## src/hw/mfesd_defines.vh

```
// Purpose: Offsets, field positions and reset values of the media front end state decoder.
// Assumes: Byte addresses on a 32-bit classic Wishbone bus.
// Notes:   Included by the decoder and by the picture parameter module.
`ifndef MFESD_DEFINES_VH
`define MFESD_DEFINES_VH

`define MFESD_ADDR_FES_W0     6'h00
`define MFESD_ADDR_FES_W1     6'h04
`define MFESD_ADDR_FES_W2     6'h08
`define MFESD_ADDR_DSD_W0     6'h0C
`define MFESD_ADDR_DSD_W1     6'h10
`define MFESD_ADDR_GS_BASE    6'h14
`define MFESD_ADDR_EXT_PTR    6'h18
`define MFESD_ADDR_APPLY      6'h1C
`define MFESD_ADDR_STATUS     6'h20
`define MFESD_ADDR_INDEX      6'h24

`define MFESD_WORD_RESET      32'h00000000

`define MFESD_SCRATCH_MSB     31
`define MFESD_SCRATCH_LSB     10
`define MFESD_EXT_BIT         7
`define MFESD_PTS_MSB         3
`define MFESD_PTS_LSB         0
`define MFESD_PTS_MAX         4'hB
`define MFESD_THR_MSB         31
`define MFESD_THR_LSB         25
`define MFESD_URB_SIZE_MSB    24
`define MFESD_URB_SIZE_LSB    16
`define MFESD_URB_SIZE_MAX    9'h0FF
`define MFESD_URB_CNT_MSB     15
`define MFESD_URB_CNT_LSB     9
`define MFESD_URB_CNT_MIN     7'h01
`define MFESD_URB_CNT_MAX     7'h40
`define MFESD_MODE_MSB        6
`define MFESD_MODE_LSB        3
`define MFESD_CHILD_BIT       2
`define MFESD_KD_MSB          31
`define MFESD_KD_LSB          4

`define MFESD_MODE_GENERIC    4'h0
`define MFESD_MODE_VLD        4'h1
`define MFESD_MODE_IS         4'h2
`define MFESD_MODE_AVC_MC     4'h4
`define MFESD_MODE_AVC_IT     4'h7
`define MFESD_MODE_VC1_IT     4'hB

`define MFESD_FC_BV_MSB       31
`define MFESD_FC_BH_MSB       27
`define MFESD_FC_FV_MSB       23
`define MFESD_FC_FH_MSB       19
`define MFESD_DCP_MSB         15
`define MFESD_DCP_LSB         14
`define MFESD_PS_MSB          13
`define MFESD_PS_LSB          12
`define MFESD_TFF_BIT         11
`define MFESD_FPFD_BIT        10
`define MFESD_CMV_BIT         9
`define MFESD_QST_BIT         8
`define MFESD_IVLC_BIT        7
`define MFESD_ALTSCAN_BIT     6

`define MFESD_PS_TOP          2'h1
`define MFESD_PS_BOTTOM       2'h2
`define MFESD_PS_FRAME        2'h3

`endif

```

## src/hw/mfesd_picture_decode.v

```verilog
// Purpose: Registers the decode-descriptor picture parameters for the variable_length_decoder.
// Assumes: Word zero of the decode_state_descriptor and the mode gate arrive on the same clock.
// Notes:   All outputs hold zero while the gate is low.
`timescale 1ns/1ps
`include "mfesd_defines.vh"

module mfesd_picture_decode (
  input  wire        clk_i,
  input  wire        rst_n_i,
  input  wire        enable_i,
  input  wire [31:0] dsd_w0_i,
  output reg  [15:0] f_codes_o,
  output reg  [1:0]  intra_dc_precision_o,
  output reg         structure_top_field_o,
  output reg         structure_bottom_field_o,
  output reg         structure_frame_o,
  output reg         structure_reserved_o,
  output reg         field_order_bit_o,
  output reg         top_field_first_out_o,
  output reg         second_field_o,
  output reg         quant_scale_nonlinear_o,
  output reg         intra_vlc_table_o,
  output reg         frame_dct_only_o,
  output reg         conceal_mv_o,
  output reg         alternate_scan_o
);

  wire [31:0] word_w = enable_i ? dsd_w0_i : 32'h00000000;
  wire [1:0]  ps_w   = word_w[`MFESD_PS_MSB:`MFESD_PS_LSB];
  wire        tff_w  = word_w[`MFESD_TFF_BIT];

  always @(posedge clk_i or negedge rst_n_i) begin
    if (!rst_n_i) begin
      f_codes_o                <= 16'h0000;
      intra_dc_precision_o     <= 2'h0;
      structure_top_field_o    <= 1'b0;
      structure_bottom_field_o <= 1'b0;
      structure_frame_o        <= 1'b0;
      structure_reserved_o     <= 1'b0;
      field_order_bit_o        <= 1'b0;
      top_field_first_out_o    <= 1'b0;
      second_field_o           <= 1'b0;
      quant_scale_nonlinear_o  <= 1'b0;
      intra_vlc_table_o        <= 1'b0;
      frame_dct_only_o         <= 1'b0;
      conceal_mv_o             <= 1'b0;
      alternate_scan_o         <= 1'b0;
    end else begin
      f_codes_o                <= word_w[`MFESD_FC_BV_MSB:`MFESD_FC_FH_MSB-3];
      intra_dc_precision_o     <= word_w[`MFESD_DCP_MSB:`MFESD_DCP_LSB];
      structure_top_field_o    <= (ps_w == `MFESD_PS_TOP);
      structure_bottom_field_o <= (ps_w == `MFESD_PS_BOTTOM);
      structure_frame_o        <= (ps_w == `MFESD_PS_FRAME);
      structure_reserved_o     <= (ps_w == 2'h0) & enable_i;
      field_order_bit_o        <= tff_w;
      top_field_first_out_o    <= (ps_w == `MFESD_PS_FRAME) & tff_w;
      second_field_o           <= ((ps_w == `MFESD_PS_TOP) & ~tff_w) |
                                  ((ps_w == `MFESD_PS_BOTTOM) & tff_w);
      quant_scale_nonlinear_o  <= word_w[`MFESD_QST_BIT];
      intra_vlc_table_o        <= word_w[`MFESD_IVLC_BIT];
      frame_dct_only_o         <= word_w[`MFESD_FPFD_BIT];
      conceal_mv_o             <= word_w[`MFESD_CMV_BIT];
      alternate_scan_o         <= word_w[`MFESD_ALTSCAN_BIT];
    end
  end

endmodule

```

## src/hw/mfesd_state_decode.v

```verilog
// Purpose: Holds and decodes the front end state and decode state descriptors behind a Wishbone slave.
// Assumes: One clock; command streamer and thread spawner logic run on it.
// Notes:   Writes take effect on the acknowledged edge; ack comes one cycle after the request.
`timescale 1ns/1ps
`include "mfesd_defines.vh"

// Operation
// - Scratch base is word zero bits 31:10, 1 KB aligned, plus state base.
// - Extension bit clear loads nothing; set loads extended state from its pointer.
// - Per-thread scratch code 0 to 11 means 1 KB to 12 KB linearly.
// - Active root threads are limited to the seven-bit field plus one.
// - Return-buffer entry size is nine-bit field plus one registers, 0 to 255 valid.
// - Return-buffer entry count is a seven-bit field, legal 1 to 64.
// - Mode codes: generic, decode, inverse scan, AVC MC, AVC IT, VC-1 IT.
// - Children-present bit lets root threads send spawn messages.
// - Kernel-descriptor base is word two bits 31:4 plus state base.
// - Four motion-vector range codes: backward pair on top, forward pair below.
// - Intra DC precision is the two-bit field at bits 15:14.
// - Picture structure: 01 top, 10 bottom, 11 frame, 00 reserved.
// - Frame picture with field-order bit set outputs top field first.
// - Field pictures infer second field from the field-order bit.
// - Scale-type bit zero is linear, one is nonlinear quantizer scaling.
// - Intra table selector bit picks the decoder's intra coefficient table.
// - Without extended state, kernel index remapping is bypassed.
module mfesd_state_decode #(
  parameter MAX_ROOT_THREADS = 128
) (
  input  wire        clk_i,
  input  wire        rst_n_i,
  input  wire        wb_cyc_i,
  input  wire        wb_stb_i,
  input  wire        wb_we_i,
  input  wire [5:0]  wb_adr_i,
  input  wire [3:0]  wb_sel_i,
  input  wire [31:0] wb_dat_i,
  output reg  [31:0] wb_dat_o,
  output reg         wb_ack_o,
  input  wire        root_req_i,
  input  wire        root_retire_i,
  input  wire        spawn_req_i,
  output reg         root_grant_o,
  output reg         spawn_grant_o,
  output reg         spawn_refused_o,
  output reg         ext_load_o,
  output reg  [31:0] ext_ptr_o,
  output reg  [31:0] scratch_base_o,
  output reg  [13:0] scratch_bytes_o,
  output reg  [7:0]  root_limit_o,
  output reg  [8:0]  urb_entry_regs_o,
  output reg  [6:0]  urb_entries_o,
  output reg  [5:0]  mode_onehot_o,
  output reg         mode_reserved_o,
  output reg  [31:0] kernel_desc_addr_o,
  output reg         remap_bypass_o,
  output reg  [15:0] f_codes_o,
  output reg  [1:0]  intra_dc_precision_o,
  output reg         structure_top_field_o,
  output reg         structure_bottom_field_o,
  output reg         structure_frame_o,
  output reg         second_field_o,
  output reg         top_field_first_out_o,
  output reg         quant_scale_nonlinear_o,
  output reg         intra_vlc_table_o
);

  reg         rst_meta_reg;
  reg         rst_sync_reg;
  reg  [31:0] fes_w0_reg;
  reg  [31:0] fes_w1_reg;
  reg  [31:0] fes_w2_reg;
  reg  [31:0] dsd_w0_reg;
  reg  [31:0] dsd_w1_reg;
  reg  [31:0] gs_base_reg;
  reg  [31:0] ext_ptr_reg;
  reg  [31:0] index_reg;
  reg  [7:0]  active_reg;
  reg  [7:0]  active_next;
  reg         grant_now;
  reg  [31:0] rd_data;
  wire        wb_req;
  wire        wb_wr;
  wire [3:0]  mode_w;
  wire [7:0]  limit_w;
  wire        is_vld_w;
  wire [15:0] pp_f_codes;
  wire [1:0]  pp_dcp;
  wire        pp_top;
  wire        pp_bottom;
  wire        pp_frame;
  wire        pp_ps_res;
  wire        pp_tff_out;
  wire        pp_second;
  wire        pp_qnl;
  wire        pp_ivlc;

  // Merges write data into a word under the byte enables.
  function [31:0] merge_bytes;
    input [31:0] old_w;
    input [31:0] new_w;
    input [3:0]  sel;
    integer      k;
    begin
      merge_bytes = old_w;
      for (k = 0; k < 4; k = k + 1) begin
        if (sel[k]) begin
          merge_bytes[8*k +: 8] = new_w[8*k +: 8];
        end
      end
    end
  endfunction

  // Decodes the operating mode code into one flag per documented mode.
  function [5:0] mode_decode;
    input [3:0] code;
    begin
      mode_decode = {code == `MFESD_MODE_VC1_IT, code == `MFESD_MODE_AVC_IT, code == `MFESD_MODE_AVC_MC,
                     code == `MFESD_MODE_IS, code == `MFESD_MODE_VLD, code == `MFESD_MODE_GENERIC};
    end
  endfunction

  // Releases the reset synchronously to the clock.
  always @(posedge clk_i or negedge rst_n_i) begin
    if (!rst_n_i) begin
      rst_meta_reg <= 1'b0;
      rst_sync_reg <= 1'b0;
    end else begin
      rst_meta_reg <= 1'b1;
      rst_sync_reg <= rst_meta_reg;
    end
  end

  assign wb_req   = wb_cyc_i & wb_stb_i & ~wb_ack_o;
  assign wb_wr    = wb_req & wb_we_i;
  assign mode_w   = fes_w1_reg[`MFESD_MODE_MSB:`MFESD_MODE_LSB];
  assign limit_w  = {1'b0, fes_w1_reg[`MFESD_THR_MSB:`MFESD_THR_LSB]} + 8'h01;
  assign is_vld_w = (mode_w == `MFESD_MODE_VLD);

  // Register writes and bus acknowledge.
  always @(posedge clk_i or negedge rst_sync_reg) begin
    if (!rst_sync_reg) begin
      fes_w0_reg  <= `MFESD_WORD_RESET;
      fes_w1_reg  <= `MFESD_WORD_RESET;
      fes_w2_reg  <= `MFESD_WORD_RESET;
      dsd_w0_reg  <= `MFESD_WORD_RESET;
      dsd_w1_reg  <= `MFESD_WORD_RESET;
      gs_base_reg <= `MFESD_WORD_RESET;
      ext_ptr_reg <= `MFESD_WORD_RESET;
      index_reg   <= `MFESD_WORD_RESET;
      wb_ack_o    <= 1'b0;
      wb_dat_o    <= 32'h00000000;
    end else begin
      wb_ack_o <= wb_req;
      wb_dat_o <= wb_req ? rd_data : 32'h00000000;
      if (wb_wr) begin
        case (wb_adr_i)
          `MFESD_ADDR_FES_W0: begin
            fes_w0_reg <= merge_bytes(fes_w0_reg, wb_dat_i, wb_sel_i);
          end
          `MFESD_ADDR_FES_W1: begin
            fes_w1_reg <= merge_bytes(fes_w1_reg, wb_dat_i, wb_sel_i);
          end
          `MFESD_ADDR_FES_W2: begin
            fes_w2_reg <= merge_bytes(fes_w2_reg, wb_dat_i, wb_sel_i);
          end
          `MFESD_ADDR_DSD_W0: begin
            dsd_w0_reg <= merge_bytes(dsd_w0_reg, wb_dat_i, wb_sel_i);
          end
          `MFESD_ADDR_DSD_W1: begin
            dsd_w1_reg <= merge_bytes(dsd_w1_reg, wb_dat_i, wb_sel_i);
          end
          `MFESD_ADDR_GS_BASE: begin
            gs_base_reg <= merge_bytes(gs_base_reg, wb_dat_i, wb_sel_i);
          end
          `MFESD_ADDR_EXT_PTR: begin
            ext_ptr_reg <= merge_bytes(ext_ptr_reg, wb_dat_i, wb_sel_i);
          end
          `MFESD_ADDR_INDEX: begin
            index_reg <= merge_bytes(index_reg, wb_dat_i, wb_sel_i);
          end
          default: begin
            index_reg <= index_reg;
          end
        endcase
      end
    end
  end

  // Read multiplexer; unmapped addresses read zero.
  always @* begin
    case (wb_adr_i)
      `MFESD_ADDR_FES_W0:   rd_data = fes_w0_reg;
      `MFESD_ADDR_FES_W1:   rd_data = fes_w1_reg;
      `MFESD_ADDR_FES_W2:   rd_data = fes_w2_reg;
      `MFESD_ADDR_DSD_W0:   rd_data = dsd_w0_reg;
      `MFESD_ADDR_DSD_W1:   rd_data = dsd_w1_reg;
      `MFESD_ADDR_GS_BASE:  rd_data = gs_base_reg;
      `MFESD_ADDR_EXT_PTR:  rd_data = ext_ptr_reg;
      `MFESD_ADDR_INDEX:    rd_data = index_reg;
      `MFESD_ADDR_STATUS:   rd_data = {16'h0000, mode_reserved_o, pp_ps_res, 6'h00, active_reg};
      default:              rd_data = 32'h00000000;
    endcase
  end

  // Root thread admission and active count.
  always @* begin
    grant_now   = root_req_i & (active_reg < limit_w);
    active_next = active_reg;
    if (grant_now & ~root_retire_i) begin
      active_next = active_reg + 8'h01;
    end else if (~grant_now & root_retire_i & (active_reg != 8'h00)) begin
      active_next = active_reg - 8'h01;
    end
  end

  // Decoded state and thread control outputs.
  always @(posedge clk_i or negedge rst_sync_reg) begin
    if (!rst_sync_reg) begin
      active_reg         <= 8'h00;
      root_grant_o       <= 1'b0;
      spawn_grant_o      <= 1'b0;
      spawn_refused_o    <= 1'b0;
      ext_load_o         <= 1'b0;
      ext_ptr_o          <= 32'h00000000;
      scratch_base_o     <= 32'h00000000;
      scratch_bytes_o    <= 14'h0000;
      root_limit_o       <= 8'h00;
      urb_entry_regs_o   <= 9'h000;
      urb_entries_o      <= 7'h00;
      mode_onehot_o      <= 6'h00;
      mode_reserved_o    <= 1'b0;
      kernel_desc_addr_o <= 32'h00000000;
      remap_bypass_o     <= 1'b1;
    end else begin
      active_reg      <= active_next;
      root_grant_o    <= grant_now;
      spawn_grant_o   <= spawn_req_i & fes_w1_reg[`MFESD_CHILD_BIT];
      spawn_refused_o <= spawn_req_i & ~fes_w1_reg[`MFESD_CHILD_BIT];
      ext_load_o      <= wb_wr & (wb_adr_i == `MFESD_ADDR_APPLY) & wb_dat_i[0] &
                         fes_w0_reg[`MFESD_EXT_BIT];
      ext_ptr_o       <= fes_w0_reg[`MFESD_EXT_BIT] ? ext_ptr_reg : 32'h00000000;
      scratch_base_o  <= gs_base_reg + {fes_w0_reg[`MFESD_SCRATCH_MSB:`MFESD_SCRATCH_LSB], 10'h000};
      scratch_bytes_o <= {(fes_w0_reg[`MFESD_PTS_MSB:`MFESD_PTS_LSB] + 4'h1) &
                          {4{fes_w0_reg[`MFESD_PTS_MSB:`MFESD_PTS_LSB] <= `MFESD_PTS_MAX}}, 10'h000};
      root_limit_o    <= limit_w;
      urb_entry_regs_o <= fes_w1_reg[`MFESD_URB_SIZE_MSB:`MFESD_URB_SIZE_LSB] + 9'h001;
      urb_entries_o   <= fes_w1_reg[`MFESD_URB_CNT_MSB:`MFESD_URB_CNT_LSB];
      mode_onehot_o   <= mode_decode(mode_w);
      mode_reserved_o <= ~(|mode_decode(mode_w)) |
                        (fes_w1_reg[`MFESD_URB_SIZE_MSB:`MFESD_URB_SIZE_LSB] > `MFESD_URB_SIZE_MAX) |
                        (fes_w1_reg[`MFESD_URB_CNT_MSB:`MFESD_URB_CNT_LSB] < `MFESD_URB_CNT_MIN) |
                        (fes_w1_reg[`MFESD_URB_CNT_MSB:`MFESD_URB_CNT_LSB] > `MFESD_URB_CNT_MAX);
      kernel_desc_addr_o <= gs_base_reg + {fes_w2_reg[`MFESD_KD_MSB:`MFESD_KD_LSB], 4'h0} +
                            {index_reg[27:0], 4'h0};
      remap_bypass_o  <= ~fes_w0_reg[`MFESD_EXT_BIT];
    end
  end

  mfesd_picture_decode u_picture_decode (
    .clk_i                    (clk_i),
    .rst_n_i                  (rst_sync_reg),
    .enable_i                 (is_vld_w),
    .dsd_w0_i                 (dsd_w0_reg),
    .f_codes_o                (pp_f_codes),
    .intra_dc_precision_o     (pp_dcp),
    .structure_top_field_o    (pp_top),
    .structure_bottom_field_o (pp_bottom),
    .structure_frame_o        (pp_frame),
    .structure_reserved_o     (pp_ps_res),
    .field_order_bit_o        (),
    .top_field_first_out_o    (pp_tff_out),
    .second_field_o           (pp_second),
    .quant_scale_nonlinear_o  (pp_qnl),
    .intra_vlc_table_o        (pp_ivlc),
    .frame_dct_only_o         (),
    .conceal_mv_o             (),
    .alternate_scan_o         ()
  );

  // Retimes the picture parameters onto top-level flops.
  always @(posedge clk_i or negedge rst_sync_reg) begin
    if (!rst_sync_reg) begin
      f_codes_o                <= 16'h0000;
      intra_dc_precision_o     <= 2'h0;
      structure_top_field_o    <= 1'b0;
      structure_bottom_field_o <= 1'b0;
      structure_frame_o        <= 1'b0;
      second_field_o           <= 1'b0;
      top_field_first_out_o    <= 1'b0;
      quant_scale_nonlinear_o  <= 1'b0;
      intra_vlc_table_o        <= 1'b0;
    end else begin
      f_codes_o                <= pp_f_codes;
      intra_dc_precision_o     <= pp_dcp;
      structure_top_field_o    <= pp_top;
      structure_bottom_field_o <= pp_bottom;
      structure_frame_o        <= pp_frame;
      second_field_o           <= pp_second;
      top_field_first_out_o    <= pp_tff_out;
      quant_scale_nonlinear_o  <= pp_qnl;
      intra_vlc_table_o        <= pp_ivlc;
    end
  end

endmodule

```

## config.mk

```make
export PLATFORM = sky130hd
export DESIGN_NAME = mfesd_state_decode
export DESIGN_NICKNAME = d
export VERILOG_FILES = /design/src/hw/mfesd_picture_decode.v /design/src/hw/mfesd_state_decode.v
export VERILOG_INCLUDE_DIRS = /design/src /design/src/hw
export SDC_FILE = /design/constraint.sdc
export NUM_CORES = 1
export LEC_CHECK = 0
export BUFFER_PORTS_ARGS = -buffer_cell sky130_fd_sc_hd__buf_2
export CAP_MARGIN = 20
export CORE_AREA = 2 2 192 194
export CTS_BUF_LIST = sky130_fd_sc_hd__clkbuf_2 sky130_fd_sc_hd__clkbuf_4 sky130_fd_sc_hd__clkbuf_8
export CTS_CLUSTER_DIAMETER = 60
export DETAILED_ROUTE_END_ITERATION = 12
export DIE_AREA = 0 0 194 196
export GPL_TIMING_DRIVEN = 1
export PLACE_DENSITY = 0.81
export SETUP_SLACK_MARGIN = 0.5
export SYNTH_ARGS = -nofsm -noshare
export SYNTH_HDL_FRONTEND = slang
export SYNTH_SLANG_ARGS = --single-unit
```

## constraint.sdc

```tcl
create_clock -name clk_i -period 18.6 [get_ports clk_i]
set_clock_uncertainty 0.2 [all_clocks]
set_input_delay 3.72 -clock clk_i [delete_from_list [all_inputs] [get_ports clk_i]]
set_output_delay 3.72 -clock clk_i [all_outputs]
set_load 0.03 [all_outputs]
```

# ---- Yosys cells after proc, flatten, opt, wreduce, memory -nomap -nowiden
# Index checks and enable logic that the tools add are counted.
dict set report totals {
  regBits 486
  mem_count 0
  output_inout_bits 204
  rom_bits 0
  latch_bits 0
  ramBits 0
}
dict set report op_classes {
  mul 0
  div 0
  n_eq_ne 17
  mux 6
  order_cmp 5
  bitwise_logic 28
  n_shift 0
  addsub 8
  reduce_logical 38
}
# operator n
set ops {}
lappend ops {{$pmux 32 s9} 1}
lappend ops {{$add 32x32->32} 3}
lappend ops {{$mux 32} 3}
lappend ops {{$reduce_and 3->1} 32}
lappend ops {{$eq 6x5->1 const B} 4}
lappend ops {{$and 1x1->1} 16}
lappend ops {{$mux 8} 2}
lappend ops {{$eq 6x4->1 const B} 2}
lappend ops {{$eq 6x6->1 const B} 2}
lappend ops {{$add 9x1->9 const B} 1}
lappend ops {{$gt 9x8->1 const B} 1}
lappend ops {{$add 7x1->8 const B} 1}
lappend ops {{$add 8x1->8 const B} 1}
lappend ops {{$eq 4x3->1 const B} 2}
lappend ops {{$lt 8x8->1} 1}
lappend ops {{$reduce_bool 8->1} 1}
lappend ops {{$sub 8x1->8 const B} 1}
lappend ops {{$gt 7x7->1 const B} 1}
lappend ops {{$lt 7x1->1 const B} 1}
lappend ops {{$not 1->1} 7}
lappend ops {{$eq 6x3->1 const B} 1}
lappend ops {{$logic_not 6->1} 1}
lappend ops {{$reduce_or 6->1} 1}
lappend ops {{$add 4x1->4 const B} 1}
lappend ops {{11 further kinds} 15}

# ---- Logic depth before layout (Yosys ltp)
dict set report depth {
  word_depth 8
  depth_mapped 17
}

# ---- Modules after synthesis
# Synthesis repeated with hierarchy kept, for this count alone.
dict set report hier_totals {
  hier_cells 1582
  hier_area_um2 21195.3
}
# mod instances area_each_um2 cells_per_inst seq_area_each_um2
set by_module_without_submodules {}
lappend by_module_without_submodules {mfesd_state_decode 1 20211.9 1516 11412.2}
lappend by_module_without_submodules {mfesd_picture_decode 1 983.4 66 750.7}

# ---- Least setup slack after synthesis
# No wires, ideal clock.
dict set report synth_timing {
  path_kind {input port to flip-flop}
  start {in root_req_i}
  end {reg active_reg[7]}
  n_path_buf 0
  t_required_ps 18321
  stages 10
  arrival_ps 5788
  slack_ps 12533
  setup_time_ps 79
  cell_sequence {nand3b_1 > or3_4 > ha_1 > a21o_2 > a21oi_1 > nor2b_1 > o21a_1 > o41ai_1 > mux2i_1 > xor2_1}
}
dict set report synth_between {
  elab_chain_cells 5
}
# element line_no
set synth_rtl {}
lappend synth_rtl {{start: declaration} mfesd_state_decode.v:38} ;# input wire root_req_i,
lappend synth_rtl {{$and 1x1->1 (*)} mfesd_state_decode.v:206} ;# grant_now = root_req_i & (active_reg < limit_w);
lappend synth_rtl {{$not 1->1} mfesd_state_decode.v:210} ;# end else if (~grant_now & root_retire_i & (active_reg != 8'h00)) begin
lappend synth_rtl {{$and 1x1->1 (2 in a row)} mfesd_state_decode.v:210}
lappend synth_rtl {{$reduce_bool 2->1 (no source line)} --}
lappend synth_rtl {{end signal: assignment} mfesd_state_decode.v:234} ;# active_reg <= active_next;
lappend synth_rtl {{end: declaration} mfesd_state_decode.v:76} ;# reg [7:0] active_reg;
# Every way passes the cells marked *; elsewhere a longest branch is shown, timed or not.
# A chain may end at the register's enable or synchronous reset.

# ---- Final worst setup path
dict set report layout_timing {
  start {in wb_adr_i[2]}
  end {reg gs_base_reg[20]}
}
dict set report layout_between {
  elab_chain_cells 2
}
# element line_no
set layout_rtl {}
lappend layout_rtl {{start: declaration} mfesd_state_decode.v:33} ;# input wire [5:0] wb_adr_i,
lappend layout_rtl {{$eq 6x5->1} mfesd_state_decode.v:155} ;# case (wb_adr_i)
lappend layout_rtl {{$reduce_and 3->1 (no source line)} --}
lappend layout_rtl {{end signal: assignment} mfesd_state_decode.v:146} ;# gs_base_reg <= `MFESD_WORD_RESET;
lappend layout_rtl {{end signal: assignment} mfesd_state_decode.v:172} ;# gs_base_reg <= merge_bytes(gs_base_reg, wb_dat_i, wb_sel_i);
lappend layout_rtl {{end: declaration} mfesd_state_decode.v:73} ;# reg [31:0] gs_base_reg;
# No other way between the ends.

==> flow_summary_export.csv <==
group,metric,value,unit
setup_path,depth_of_the_most_critical_reg_to_reg_path,17,
timing,setup_viol,0,
synthesis,synthesis.area_per_instance,13.1,sq um
die,floorplan.initialDensity,59.2,%
pwr,power.net_switching,605,uW
synthesis,synth_largest_area_cell,"dfrtp_1",
pwr,leakagePower,13.0,nW
synthesis,postSynthCellCount,1630,
detailed_routing,drt.antenna.violating_nets,0,
final_layout,layout_commonest_cell,"dfrtp_1",
flow_run,cap_violations,0,
synthesis,synthTopCellsByArea,"dfrtp_1 56%, mux2_2 14%, ha_1 3.7%, fa_1 2.8%, a222oi_1 1.9%",
die,die-area,38000,sq um
global_routing,overall_track_demand_over_capacity_in_global_routing,31.2,%
placement,dpl_cell_area,23100,sq um
synthesis,synth_sequential_area_ratio,56.4,%
setup_path,startpoint,"wb_adr_i[2]",
pwr,internal_power,1.78,mW
final_layout,multi_input_area,8920,sq um
timing,report.final.hold_viol_count,0,
setup_path,kind_of_end_point_of_the_critical_path,"register",
timing,final_min_period_over_clock_period,35.4,%
setup_path,crit_path_max_fanout,30,
clocking,clock_slew_at_the_register_clock_pins_of_the_worst_setup_and_hold_paths,0.06,ns
final_layout,drive_above_1_share,34.9,%
synthesis,number_of_distinct_standard_cells_referenced_by_the_synthesized_netlist,71,
die,placementRows,70,
global_routing,number_of_global_route_vias_before_repair,15395,
global_routing,grt_start_max_net_pins,83,
die,design.portCount,254,
pwr,sw_frac_of_total,25.3,%
synthesis,proportion_of_register_bits_with_asynchronous_set_or_reset_after_synthesis,100,%
detailed_routing,dr.pass1.iters,10,
detailed_routing,detail_route.vias_per_cell,6.21,
placement,gp_congestion,0.922,
placement,io_buffer_count,243,
global_routing,grt_antenna_before_repair,4,
synthesis,prevailing_post_synth_register_cell,"dfrtp_1",
setup_path,crit_path_start_kind,"input port",
pwr,vdd_ir_drop_max,0.0000825,V
pwr,total_power,2.39,mW
run_status,run_status,"finished, final reports clean",
die,die_w,194,um
detailed_routing,drt_wl_total,59.8,mm
clocking,clock_sinks,482,
clocking,cts.repair.resized,0,
pwr,power.clock.fraction,42.4,%
clocking,cts_htree_levels,3,
setup_path,critical_path.endpoint,"gs_base_reg[20]",
synthesis,synth_warnings,0,
final_layout,fillers,2613,
pwr,p_comb_share,10.6,%
timing,setup_tns,0,ns
setup_path,regToRegEndpoint,"active_reg[7]",
clocking,cts-root-buf,"clkbuf_8",
clocking,clock_buffer_count_from_cts,78,
setup_path,setup.reg_to_reg.worst_slack,14.11,ns
setup_path,cp.arrival,6.90,ns
die,chipHeight,196,um
timing,postLayoutSetupSlackWorst,12.02,ns
die,floorplan_core_area,36100,sq um
detailed_routing,vias,15199,
final_layout,area.sequential,12100,sq um
synthesis,ys_seq_elements,482,
placement,post-place-cells,2305,
worst_hold_path,hp-class,"register to register",
pwr,power.density,95.9,nW/um^2
pwr,pwr-share-seq,47.1,%
synthesis,synth_top_area_share,56.3,%
synthesis,synth_enable_flop_cells,0,
timing,setup_repair_after_global_routing_missed_its_margin,"false",
clocking,postCtsSetupBuffers,0,
clocking,cts_tree,"yes",
timing,pins_over_slew_limit,0,
timing,worst-slew-pin-transition,1.06,ns
detailed_routing,route.detailed.wl_per_inst,24.4,um
final_layout,synthToLayoutAreaGrowth,16.6,%
timing,timing.max_slew.rel_slack,29.4,%
global_routing,grt_overflow_total,0,
timing,max_freq,0.152,GHz
placement,place_hpwl,42.0,mm
worst_hold_path,hold-path-cell-count,0,
placement,place_ws,11.51,ns
final_layout,finish.instance_area,24900,sq um
detailed_routing,detail_route.drc_violations,0,
setup_path,worst-endpoint-required,18.92,ns
synthesis,synth.cell_area,21400,sq um
final_layout,final_cell_mix,"480 x dfrtp_1, 257 x mux2_2, 243 x buf_2",
clocking,clock_latency,0.65,ns
setup_path,reg2reg_from,"fes_w1_reg[25]",
clocking,hold_buffers,0,
final_layout,nNetsFinal,2065,
global_routing,global_route_wire_length_before_repair,90.5,mm
clocking,cts-root-to-sink-buffers,3,
detailed_routing,drt_iter0_markers,1726,
final_layout,stdcell_count,2449,
timing,timing.final.crit_period,6.58,ns
setup_path,setup.worst_path.class,"input port to register",
-- power groups by stage --
stage / clock network (mW) / logic [mW] / registers, mW
2_1_floorplan: 0 / 0.148 / 1.16
3_5_place_dp: 0 / 0.248 / 1.14
6_report: 1.01 / 0.253 / 1.12
3_3_place_gp: 0 / 0.233 / 1.14
4_1_cts: 1.03 / 0.250 / 1.12
5_1_grt: 1.07 / 0.274 / 1.13
-- through the flow --
stage / util, % / hold slack, ns
floorplan: - / 0.131
global placement: 63.9 / 0.133
detailed placement: 63.9 / 0.135
CTS: 68.8 / 0.145
global route: 69.0 / 0.149
finish: 69.0 / 0.145
-- layer usage --
metal	global-route usage [%]	routed length, um	vias to the layer above
met5	0	23	-
met4	11.5	1680	4
met3	8.46	5670	124
met2	50.0	28700	804
met1	41.3	23800	7741
li1	-	-	6526
-- how the worst min path moves through the flow --
stage,from,endpoint,slack [ns]
floorplan,u_picture_decode.f_codes_o[0],f_codes_o[0],0.13
global placement,u_picture_decode.f_codes_o[6],f_codes_o[6],0.13
detailed placement,u_picture_decode.f_codes_o[0],f_codes_o[0],0.13
CTS,u_picture_decode.top_field_first_out_o,top_field_first_out_o,0.15
global route,u_picture_decode.second_field_o,second_field_o,0.15
finish,u_picture_decode.top_field_first_out_o,top_field_first_out_o,0.15
-- area by class of cell --
cell class                      count  share of cell area [%]
Antenna cell                        3                  0.0301
Clock buffer                      127                    6.54
Timing Repair Buffer              263                    5.69
Inverter                           42                   0.633
Multi-Input combinational cell   1054                    35.8
Tap cell                          468                    2.35
Clock inverter                     10                   0.542
Sequential cell                   482                    48.4
-- synthesized netlist by cell type, types with 3 or more instances --
master    count
nand2b_1      8
nor3b_1       5
a221oi_1     23
nor2_1       62
a31oi_1      13
nor4_1        3
a222oi_1     41
buf_2         9
or4_1         3
mux2i_1      25
mux2_4        6
nand3b_1      4
o21a_1       17
fa_1         30
xor2_1       17
xnor2_1      39
or3_1         4
a21o_1       14
a21oi_1      72
and3_1       13
nor3_1       16
a211oi_1      6
a221o_1       8
o21ai_0      42
nand4_1       6
mux2_2      257
o311ai_0      3
o211ai_1      9
nand2_1      70
o31ai_1       3
dfrtp_1     481
o31a_1        3
nand3_1      26
and2_1       58
nor2b_1       9
inv_1        42
o22ai_1       3
a22oi_1       9
buf_4        14
nor2_2       10
o21bai_1      4
ha_1         64
clkbuf_1     37
a21boi_0      7
-- critical path: stages --
cell	delay, ns
buf_2	0.71
nand3_1	0.38
nor2_2	0.90
buf_4	0.44
nand2_1	0.35
mux2_2	0.38
-- logic make-up after synthesis --
kind of cell	synth area share [%]
buffers and inverters	2.14
xor gates and xnor gates	2.29
and+or+nand+nor	7.37
DFF	56.4
AOI/OAI and AO/OA	9.98
muxes	15.1
adders and majority gates	6.60
other	0.0351
No activity file was read; power rests on OpenSTA's default activity.
